File: config.mk
export PLATFORM = sky130hd
export DESIGN_NAME = slcrb_top
export DESIGN_NICKNAME = d
export VERILOG_FILES = /design/src/slcrb_pkg.sv /design/src/slcrb_top.sv
export SDC_FILE = /design/constraint.sdc
export NUM_CORES = 1
export LEC_CHECK = 0
export BUFFER_PORTS_ARGS = -buffer_cell sky130_fd_sc_hd__buf_2
export CAP_MARGIN = 10
export CELL_PAD_IN_SITES_DETAIL_PLACEMENT = 1
export CELL_PAD_IN_SITES_GLOBAL_PLACEMENT = 2
export CORE_ASPECT_RATIO = 2
export CORE_MARGIN = 5
export CORE_UTILIZATION = 39
export DETAILED_ROUTE_END_ITERATION = 16
export PLACE_DENSITY_LB_ADDON = 0.1
export SYNTH_ARGS = -nofsm -noshare
export SYNTH_HDL_FRONTEND = slang
export SYNTH_SLANG_ARGS = --single-unit
File: constraint.sdc
create_clock -name pclk -period 4.5 [get_ports pclk]
set_input_delay 0.9 -clock pclk [delete_from_list [all_inputs] [get_ports pclk]]
set_output_delay 0.9 -clock pclk [all_outputs]
set_load 0.05 [all_outputs]
File: src/slcrb_pkg.sv
// Package: offsets, fields, reset values and carriers for the loop configuration bank
package slcrb_pkg;

  // ----------------------------------------------------------------
  // Register indices (byte address is four times the index)
  // ----------------------------------------------------------------
  localparam logic [5:0] IDX_SPREAD_A = 6'h20;
  localparam logic [5:0] IDX_SPREAD_B = 6'h21;
  localparam logic [5:0] IDX_SPREAD_C = 6'h22;
  localparam logic [5:0] IDX_FREQ_SEL = 6'h23;
  localparam logic [5:0] IDX_ROUTING = 6'h24;
  localparam logic [5:0] IDX_OUT_STATE_SEL = 6'h25;
  localparam logic [5:0] IDX_DIV_ONE = 6'h26;
  localparam logic [5:0] IDX_DIV_TWO = 6'h27;
  localparam logic [5:0] IDX_STATUS = 6'h30;

  // ----------------------------------------------------------------
  // Reset values
  // ----------------------------------------------------------------
  localparam logic [7:0] RST_SPREAD_A = 8'h00;
  localparam logic [7:0] RST_SPREAD_B = 8'h00;
  localparam logic [7:0] RST_SPREAD_C = 8'h00;
  localparam logic [7:0] RST_FREQ_SEL = 8'h00;
  localparam logic [7:0] RST_ROUTING = 8'hed;
  localparam logic [7:0] RST_OUT_STATE_SEL = 8'h02;
  localparam logic [7:0] RST_DIV_ONE = 8'h01;
  localparam logic [7:0] RST_DIV_TWO = 8'h01;

  // ----------------------------------------------------------------
  // Field positions
  // ----------------------------------------------------------------
  localparam int POS_BYPASS = 7;
  localparam int POS_OUT_A_SRC = 6;
  localparam int POS_OUT_B_SRC = 4;
  localparam int POS_STATE_ONE = 2;
  localparam int POS_STATE_ZERO = 0;
  localparam int POS_DOWN_CENTER = 7;
  localparam int SETTING_COUNT = 8;
  localparam int SPREAD_W = 3;
  localparam int DIV_W = 7;

  // ----------------------------------------------------------------
  // Encodings
  // ----------------------------------------------------------------
  typedef enum logic [1:0] {
    OST_TRI_PD = 2'h0,
    OST_TRI = 2'h1,
    OST_LOW = 2'h2,
    OST_ON = 2'h3
  } slcrb_ostate_t;

  localparam logic [1:0] SRC_B_FIRST_LOOP = 2'h0;
  localparam logic [1:0] SRC_B_DIV_ONE = 2'h1;
  localparam logic [1:0] SRC_B_DIV_TWO = 2'h2;
  localparam logic [1:0] SRC_B_RESERVED = 2'h3;

  // ----------------------------------------------------------------
  // Active configuration carrier
  // ----------------------------------------------------------------
  typedef struct packed {
    logic [2:0] spread_amount_setting;
    logic spread_down_center_select;
    logic loop_freq_select_bit;
    logic loop_bypass_select;
    logic loop_power_down;
    logic output_a_source_select;
    logic [1:0] output_b_source_select;
    logic output_b_source_reserved;
    logic outputs_enabled;
    logic outputs_low;
    logic outputs_tristate;
    logic [6:0] local_output_divider_one;
    logic divider_one_standby;
    logic [6:0] local_output_divider_two;
    logic divider_two_standby;
  } slcrb_cfg_t;

endpackage : slcrb_pkg

File: src/slcrb_top.sv
// Register bank and active-setting decode for the second synthesizer loop
//
// Our own choice: register access over APB.
`timescale 1ns/100ps
// Notes on behaviour
// Eight three-bit spread amounts; 000 off, 001..111 from 0.25% to 2.0%.
// Down/center bit: 0 downward spread, 1 centered; resets to 0.
// Per-setting frequency bit: 0 first multiplier/divider set, 1 the second.
// Bypass bit 0 routes the loop, 1 bypasses and powers it down; resets 1.
// Output A source: 0 first-loop divider, 1 local divider one; resets 1.
// Output B source: 00 first loop, 01 divider one, 10 divider two; 11 reserved.
// Output state 00 tri-state plus power down, 01 tri-state, 10 low, 11 on.
// Per-setting output-state bit picks definition zero or one; setting one resets 1.
// Three control pins choose which of eight settings is active.
// Index is {pin two, pin one, pin zero}, resampled on the local clock.
// Host must not write data beyond offset 40h.
// Register data bytes travel most significant bit first.
// Divider value 0 means reset and standby; 1 to 127 is the ratio.
module slcrb_top
  import slcrb_pkg::*;
(
  // APB clock and reset
  input wire logic pclk,
  input wire logic presetn,
  // APB slave
  input wire logic psel,
  input wire logic penable,
  input wire logic pwrite,
  input wire logic [7:0] paddr,
  input wire logic [31:0] pwdata,
  input wire logic [3:0] pstrb,
  output logic [31:0] prdata,
  output logic pready,
  output logic pslverr,
  // Control pins, asynchronous to pclk
  input wire logic control_pin_zero,
  input wire logic control_pin_one,
  input wire logic control_pin_two,
  // Active configuration
  output slcrb_cfg_t active_cfg
);

  // ----------------------------------------------------------------
  // Storage
  // ----------------------------------------------------------------
  logic [7:0] spread_a_r;
  logic [7:0] spread_b_r;
  logic [7:0] spread_c_r;
  logic [7:0] freq_sel_r;
  logic [7:0] routing_r;
  logic [7:0] state_sel_r;
  logic [7:0] div_one_r;
  logic [7:0] div_two_r;
  logic [31:0] prdata_r;
  logic pslverr_r;
  logic [2:0] pin_meta_r;
  logic [2:0] pin_sync_r;
  slcrb_cfg_t cfg_r;
  slcrb_cfg_t cfg_nxt;

  logic [5:0] idx;
  logic aligned;
  logic mapped;
  logic wr_en;
  logic [7:0] wbyte;
  logic [7:0] rd_byte;
  logic [23:0] spread_all;
  logic [2:0] spread_of [SETTING_COUNT];
  logic [2:0] sel;
  logic [1:0] def_zero;
  logic [1:0] def_one;
  logic [1:0] ostate;

  assign idx = paddr[7:2];
  assign aligned = (paddr[1:0] == 2'h0);
  assign wbyte = pwdata[7:0];
  assign wr_en = psel && penable && pwrite && pstrb[0] && mapped;

  // ----------------------------------------------------------------
  // Address decode
  // ----------------------------------------------------------------
  always_comb begin
    case (idx)
      IDX_SPREAD_A, IDX_SPREAD_B, IDX_SPREAD_C, IDX_FREQ_SEL,
      IDX_ROUTING, IDX_OUT_STATE_SEL, IDX_DIV_ONE, IDX_DIV_TWO,
      IDX_STATUS: mapped = aligned;
      default: mapped = 1'b0;
    endcase
  end

  // ----------------------------------------------------------------
  // Register writes
  // ----------------------------------------------------------------
  // Status is read-only; a write there is accepted and dropped.
  always_ff @(posedge pclk or negedge presetn) begin
    if (!presetn) begin
      spread_a_r <= RST_SPREAD_A;
      spread_b_r <= RST_SPREAD_B;
      spread_c_r <= RST_SPREAD_C;
      freq_sel_r <= RST_FREQ_SEL;
      routing_r <= RST_ROUTING;
      state_sel_r <= RST_OUT_STATE_SEL;
      div_one_r <= RST_DIV_ONE;
      div_two_r <= RST_DIV_TWO;
    end else if (wr_en) begin
      case (idx)
        IDX_SPREAD_A: spread_a_r <= wbyte;
        IDX_SPREAD_B: spread_b_r <= wbyte;
        IDX_SPREAD_C: spread_c_r <= wbyte;
        IDX_FREQ_SEL: freq_sel_r <= wbyte;
        IDX_ROUTING: routing_r <= wbyte;
        IDX_OUT_STATE_SEL: state_sel_r <= wbyte;
        IDX_DIV_ONE: div_one_r <= wbyte;
        // Top bit is reserved and held at zero
        IDX_DIV_TWO: div_two_r <= {1'b0, wbyte[6:0]};
        default: ;
      endcase
    end
  end

  // ----------------------------------------------------------------
  // Read path
  // ----------------------------------------------------------------
  always_comb begin
    case (idx)
      IDX_SPREAD_A: rd_byte = spread_a_r;
      IDX_SPREAD_B: rd_byte = spread_b_r;
      IDX_SPREAD_C: rd_byte = spread_c_r;
      IDX_FREQ_SEL: rd_byte = freq_sel_r;
      IDX_ROUTING: rd_byte = routing_r;
      IDX_OUT_STATE_SEL: rd_byte = state_sel_r;
      IDX_DIV_ONE: rd_byte = div_one_r;
      IDX_DIV_TWO: rd_byte = div_two_r;
      IDX_STATUS: rd_byte = {2'h0, ostate, cfg_r.loop_freq_select_bit, sel};
      default: rd_byte = 8'h00;
    endcase
  end

  // Data is captured in the setup cycle so the access phase needs no wait state
  always_ff @(posedge pclk or negedge presetn) begin
    if (!presetn) begin
      prdata_r <= 32'h0000_0000;
      pslverr_r <= 1'b0;
    end else if (psel && !penable) begin
      prdata_r <= mapped ? {24'h00_0000, rd_byte} : 32'h0000_0000;
      pslverr_r <= !mapped;
    end
  end

  assign prdata = prdata_r;
  assign pready = 1'b1;
  assign pslverr = pslverr_r;

  // ----------------------------------------------------------------
  // Control pin synchroniser
  // ----------------------------------------------------------------
  always_ff @(posedge pclk or negedge presetn) begin
    if (!presetn) begin
      pin_meta_r <= 3'h0;
      pin_sync_r <= 3'h0;
    end else begin
      pin_meta_r <= {control_pin_two, control_pin_one, control_pin_zero};
      pin_sync_r <= pin_meta_r;
    end
  end

  assign sel = pin_sync_r;

  // ----------------------------------------------------------------
  // Per-setting spread fields
  // ----------------------------------------------------------------
  // Setting seven sits at the top of the first byte; fields straddle bytes.
  assign spread_all = {spread_a_r, spread_b_r, spread_c_r};

  for (genvar k = 0; k < SETTING_COUNT; k++) begin : g_spread
    assign spread_of[k] = spread_all[SPREAD_W*k +: SPREAD_W];
  end

  // ----------------------------------------------------------------
  // Active configuration decode
  // ----------------------------------------------------------------
  assign def_zero = routing_r[POS_STATE_ZERO +: 2];
  assign def_one = routing_r[POS_STATE_ONE +: 2];
  assign ostate = state_sel_r[sel] ? def_one : def_zero;

  always_comb begin
    cfg_nxt = '0;
    cfg_nxt.spread_amount_setting = spread_of[sel];
    cfg_nxt.spread_down_center_select = div_one_r[POS_DOWN_CENTER];
    cfg_nxt.loop_freq_select_bit = freq_sel_r[sel];
    cfg_nxt.loop_bypass_select = routing_r[POS_BYPASS];
    cfg_nxt.output_a_source_select = routing_r[POS_OUT_A_SRC];
    cfg_nxt.output_b_source_select = routing_r[POS_OUT_B_SRC +: 2];
    cfg_nxt.output_b_source_reserved =
      (routing_r[POS_OUT_B_SRC +: 2] == SRC_B_RESERVED);
    case (slcrb_ostate_t'(ostate))
      OST_TRI_PD: cfg_nxt.outputs_tristate = 1'b1;
      OST_TRI: cfg_nxt.outputs_tristate = 1'b1;
      OST_LOW: cfg_nxt.outputs_low = 1'b1;
      OST_ON: cfg_nxt.outputs_enabled = 1'b1;
      default: cfg_nxt.outputs_tristate = 1'b1;
    endcase
    // Bypass and the tri-state/power-down definition both stop the loop
    cfg_nxt.loop_power_down = routing_r[POS_BYPASS] ||
      (slcrb_ostate_t'(ostate) == OST_TRI_PD);
    cfg_nxt.local_output_divider_one = div_one_r[DIV_W-1:0];
    cfg_nxt.divider_one_standby = (div_one_r[DIV_W-1:0] == 7'h00);
    cfg_nxt.local_output_divider_two = div_two_r[DIV_W-1:0];
    cfg_nxt.divider_two_standby = (div_two_r[DIV_W-1:0] == 7'h00);
  end

  always_ff @(posedge pclk or negedge presetn) begin
    if (!presetn) begin
      cfg_r <= '0;
    end else begin
      cfg_r <= cfg_nxt;
    end
  end

  assign active_cfg = cfg_r;

endmodule : slcrb_top

==> results of run 1 <==
==> report_power, final <==
group | leakage, nW | switching [mW] | total, mW | internal (mW)
clock network | 0.159 | 0.380 | 0.877 | 0.497
registers | 1.44 | 0.00874 | 0.983 | 0.974
logic | 1.15 | 0.100 | 0.122 | 0.0220
total | 2.74 | 0.489 | 1.98 | 1.49
==> layout by cell type (no fill, tap or decap), types with 6 or more instances in the layout <==
cell type and instances:
a21oi_1 7, a22o_1 7, a22oi_1 8, buf_2 62, buf_4 6, clkbuf_16 9, conb_1 25, dfrtp_1 99
dfstp_2 9, mux2_2 68, mux2i_1 15, mux4_2 11, nand2_1 9, nor2_1 6
==> routing by layer <==
metal	GRT usage	share of wire	wire length, um
met3	0.0326	0.042	541
met5	0	0	0
met2	0.324	0.56	7190
met1	0.231	0.39	5030
met4	0.0533	0.014	181
==> path summary, 6_finish.rpt <==
path                               start        endpoint  slack, ps  depth (start not counted)
hold / removal             pin_meta_r[1]   pin_sync_r[1]        360                          0
setup / recovery                paddr[3]    routing_r[1]       1520                          6
min in group asynchronous        presetn  active_cfg[15]        630                          1
setup reg to reg           pin_sync_r[0]       prdata[5]       1650                          5
max in group asynchronous        presetn   spread_c_r[0]       3000                          2
hold reg to reg            pin_meta_r[1]   pin_sync_r[1]        360                          0
==> cell type report <==
type | count | area (um2) | share of cell area
clock buffer | 9 | 225 | 0.0409
clock inverter | 7 | 105 | 0.0191
multi-input combinational | 215 | 1920 | 0.348
tap | 147 | 184 | 0.0334
inverter | 1 | 3.75 | 0.000682
timing repair buffer | 68 | 355 | 0.0646
sequential | 108 | 2710 | 0.493
==> kinds of logic after synthesis <==
family	share of synthesized area
compound gates	0.0646
buf+inv	0.0537
flops	0.565
mux	0.242
other cells	0.00156
simple gates	0.0727
==> per-stage QoR <==
stage | hold slack, ps | area, um2 | total power, mW
2_1_floorplan | 331 | 4890 | 1.09
3_3_place_gp | 333 | 5170 | 1.12
3_5_place_dp | 343 | 5170 | 1.13
4_1_cts | 360 | 5500 | 2.01
5_1_grt | 364 | 5500 | 2.06
6_report | 357 | 5500 | 1.98
==> results.toml, run 1 <==
[outcome]
status = "finished, final reports clean"

[timing]
finalHoldViolCount = 0
relSlewSlack = 0.484
setup_viol = 0
worst_pin_slew_ps = 775
worst_slack_ps = 1520
skew_ps = 8.96
tns_ps = 0
rsz0062_at_grt = "no"
min_period_ps = 2980
clock.fmax_ghz = 0.335
min_period_over_period = 0.663
finalMaxSlewViolations = 0

[yosys]
avgSynthCellArea_um2 = 14.1
syn_area_um2 = 4800
ys_warn_count = 0
yosysTopAreaCell = "dfrtp_1"
ys_ff_latch = 108
synth_top_area_share = 0.516
post-synth-top-count-cell = "dfrtp_1"
synth.distinct_cells = 48
synthArstFlopShare = 1.00
yosysSeqAreaShare = 0.565
synthFlopType = "dfrtp_1"
synth_edf_count = 0
syn_inst = 341
netlist_top_cells_count = "99 x dfrtp_1, 68 x mux2_2, 26 x buf_4, 15 x mux2i_1, 11 x mux4_2"
synth_area_leaders = "dfrtp_1 52%, mux2_2 16%, mux4_2 5.2%"

[floorplan]
placementRows = 57
die_area_um2 = 14800
ioPinCount = 116
fp.dieW_um = 88.5
die_h_um = 167
start_util = 0.396
core-area_um2 = 12100

[clock_network]
cts_root_buffer = "clkbuf_16"
post_cts_resized = 0
htreeDepth = 3
post_cts_buffers = 0
cts_hold_buffers = 0
cts_inserted_buffers = 9
clk_transition_reported_paths_ps = 70
clock_latency_ps = 360
clock_path_buffers = 2
cts_sinks = 108
cts_tree = "built"

[final_layout]
nets = 455
n_antenna_cell = 0
syn2layout_area_growth_pct = 14.6
nFillCells = 1288
drive_above_1_share = 0.436
final_cell_count_no_fill = 555
fin_util = 0.454
largest_reg_flops = 30

[setup_path]
cp_max_fo = 22
critPathKind = "input pin to flop"
cpPeakStageDelay_ps = 480
cp_top_family = "simple AND/OR/NAND/NOR gates"
critPathCaptureType = "flop"
path_buf_inv = 1
path_cells = "buf_2, o31a_1, or4_4, nor2_2, and3_1, mux2_2"
arrival_ps = 3220
cp_data_required_time_ps = 4740
slowest_stage = "and3_1"
worstSetupStartpointType = "input pin"

[placed_design]
dp_hpwl_um = 9690
port_buffers = 63
gp_congestion = 0.820
dp_slack_ps = 1140
place_inst = 539

[global_routing]
grt_pass1_wl_um = 20000
grt_pass1_vias = 3233
grt_max_degree = 65
grt_overflow = 0
track_usage = 0.186
grt_antenna_before_repair = 0

[routing]
wirelength_um = 12900
drtIter0Drc = 133
vias = 3015
wl_per_cell_um = 23.3
firstDrtPassIters = 4
routed_via_density = 5.43
drtAntennaViolNets = 0
remaining_drc_errors = 0

[power_and_ir_drop]
p_leak_nw = 2.74
powerDensity_nw_per_um2 = 360
vdd.ir_drop.worst_mv = 0.197

[hold_path]
hp-class = "flop to flop"

[job]
drv_cap = 0
(Power assumes the default switching activity.)
==> run 2: changes to the inputs <==
--- a/config.mk
+++ b/config.mk
@@ -11,7 +11,7 @@
 export CELL_PAD_IN_SITES_GLOBAL_PLACEMENT = 2
 export CORE_ASPECT_RATIO = 2
 export CORE_MARGIN = 5
-export CORE_UTILIZATION = 39
+export CORE_UTILIZATION = 33
 export DETAILED_ROUTE_END_ITERATION = 16
 export PLACE_DENSITY_LB_ADDON = 0.1
 export SYNTH_ARGS = -nofsm -noshare
==> constraint.sdc (replaced) <==
create_clock -name pclk -period 2.5 [get_ports pclk]
set_input_delay 0.5 -clock pclk [delete_from_list [all_inputs] [get_ports pclk]]
set_output_delay 0.5 -clock pclk [all_outputs]
set_load 0.05 [all_outputs]
==> run 2 against run 1 <==
Effect of this change:
- final area rose by 5.5%
- final cell count rose by 13%
- clock power rose by 71%
- register-to-register slack got worse by 1100 ps
- largest cell class unchanged
- highest routed layer unchanged
==> results.toml, run 2 (synthesized netlist as in run 1, its figures left out) <==
[outcome]
status = "finished, final reports clean"

[setup_path]
arrival_ps = 2300
r2r_start = "pin_sync_r[0]"
critPathKind = "input pin to flop"
cp_max_fo = 8
cp.depth = 8
path_cells = "buf_2, o31a_1, or4_4, nor2_2, buf_4, and3_1, buf_12, mux2_2"
cp_top_family = "simple AND/OR/NAND/NOR gates"
cp_data_required_time_ps = 2740
reg2regPathDepth = 7
critPathCaptureType = "flop"
worstSetupStartpointType = "input pin"
startpoint = "paddr[3]"
slowest_stage = "or4_4"
cpPeakStageDelay_ps = 430
r2r_slack_ps = 570
path_buf_inv = 3

[power_and_ir_drop]
powerDensity_nw_per_um2 = 604
p_leak_nw = 2.89
total_power_mw = 3.51
vdd.ir_drop.worst_mv = 0.303

[timing]
worst_pin_slew_ps = 682
finalMaxSlewViolations = 0
min_period_over_period = 0.823
setup_viol = 0
tns_ps = 0
skew_ps = 10.2
clock.fmax_ghz = 0.486
relSlewSlack = 0.539
min_period_ps = 2060
rsz0062_at_grt = "no"
finalHoldViolCount = 0

[final_layout]
mostFrequentLayoutCells = "99 x dfrtp_1, 68 x mux2_2, 62 x buf_2"
final_cell_count_no_fill = 627
nets = 483
largest_reg_flops = 30
drive_above_1_share = 0.471
syn2layout_area_growth_pct = 21.0
n_antenna_cell = 0
layout_commonest_cell = "dfrtp_1"
fin_util = 0.405

[clock_network]
clock_latency_ps = 350
cts_root_buffer = "clkbuf_16"
cts_hold_buffers = 0
cts_sinks = 108
post_cts_resized = 0
htreeDepth = 3
clock_path_buffers = 2
clk_transition_reported_paths_ps = 80
cts_inserted_buffers = 9
post_cts_buffers = 0
cts_tree = "built"

[global_routing]
grt_pass1_vias = 3480
grt_pass1_wl_um = 21300
grt_max_degree = 64
grt_antenna_before_repair = 0
track_usage = 0.169
grt_overflow = 0

[routing]
firstDrtPassIters = 4
wl_per_cell_um = 21.9
vias = 3125
drtIter0Drc = 121
remaining_drc_errors = 0
wirelength_um = 13700
routed_via_density = 4.98
drtAntennaViolNets = 0

[floorplan]
core-area_um2 = 14400
placementRows = 62
ioPinCount = 116
die_area_um2 = 17200
die_h_um = 181
start_util = 0.335
fp.dieW_um = 95.3

[placed_design]
dp_hpwl_um = 10400
gp_congestion = 0.840
port_buffers = 63
place_inst = 612

[hold_path]
hp-class = "input pin to asynchronous set/reset pin"

[job]
drv_cap = 0
## run 2: cell types whose count changed in the layout (fill, tap and decap cells not counted)
cell / before / now
clkbuf_8: 0 / 1
buf_12: 0 / 5
bufinv_16: 2 / 1
clkinvlp_4: 1 / 0
buf_4: 6 / 29
## run 2: power by group
part	internal, mW	switching [mW]	total [mW]	leakage [nW]
Sequential	1.75	0.00752	1.76	1.44
Combinational	0.0523	0.194	0.246	1.30
Clock	0.816	0.683	1.50	0.151
## run 2: final cells by class
class                      count  area (um2)
tap                          192         240
clock buffer                  10         239
timing repair buffer          96         628
multi-input combinational    215        1920
clock inverter                 5        67.6
fill                        1519        8540
sequential                   108        2710
inverter                       1        3.75
## run 2: worst paths after layout
kind / to
worst min-delay path: active_cfg[9]
worst max register to register: prdata[5]
worst min register to register: pin_sync_r[1]
worst max-delay path: div_one_r[7]
min in group pclk: pin_meta_r[1]
max in group asynchronous: pslverr
## run 2: metrics by stage
stage	hold WS [ps]	setup WS, ps	area (um2)
after floorplan	204	292	4890
after global placement	332	67.1	5500
after detailed placement	337	70.3	5500
after CTS	73.3	436	5810
after global routing	78.9	317	5810
final	58.7	443	5810
## run 2: worst register-to-register path, delay by kind of cell, from the launching register on
family	cells	cell delay [ps]
AO/OA/AOI/OAI	1	80
buffers and inverters	2	340
flip-flops	1	410
multiplexers	3	860
AND/OR/NAND/NOR	1	110
## run 2: per-layer routing
layer  up-vias  track usage  part of all wire
met5         -            0                 0
met4         0       0.0584             0.025
met3        17       0.0301             0.036
met2        79        0.304              0.55
met1      1634        0.193              0.39
li1       1395            -                 -
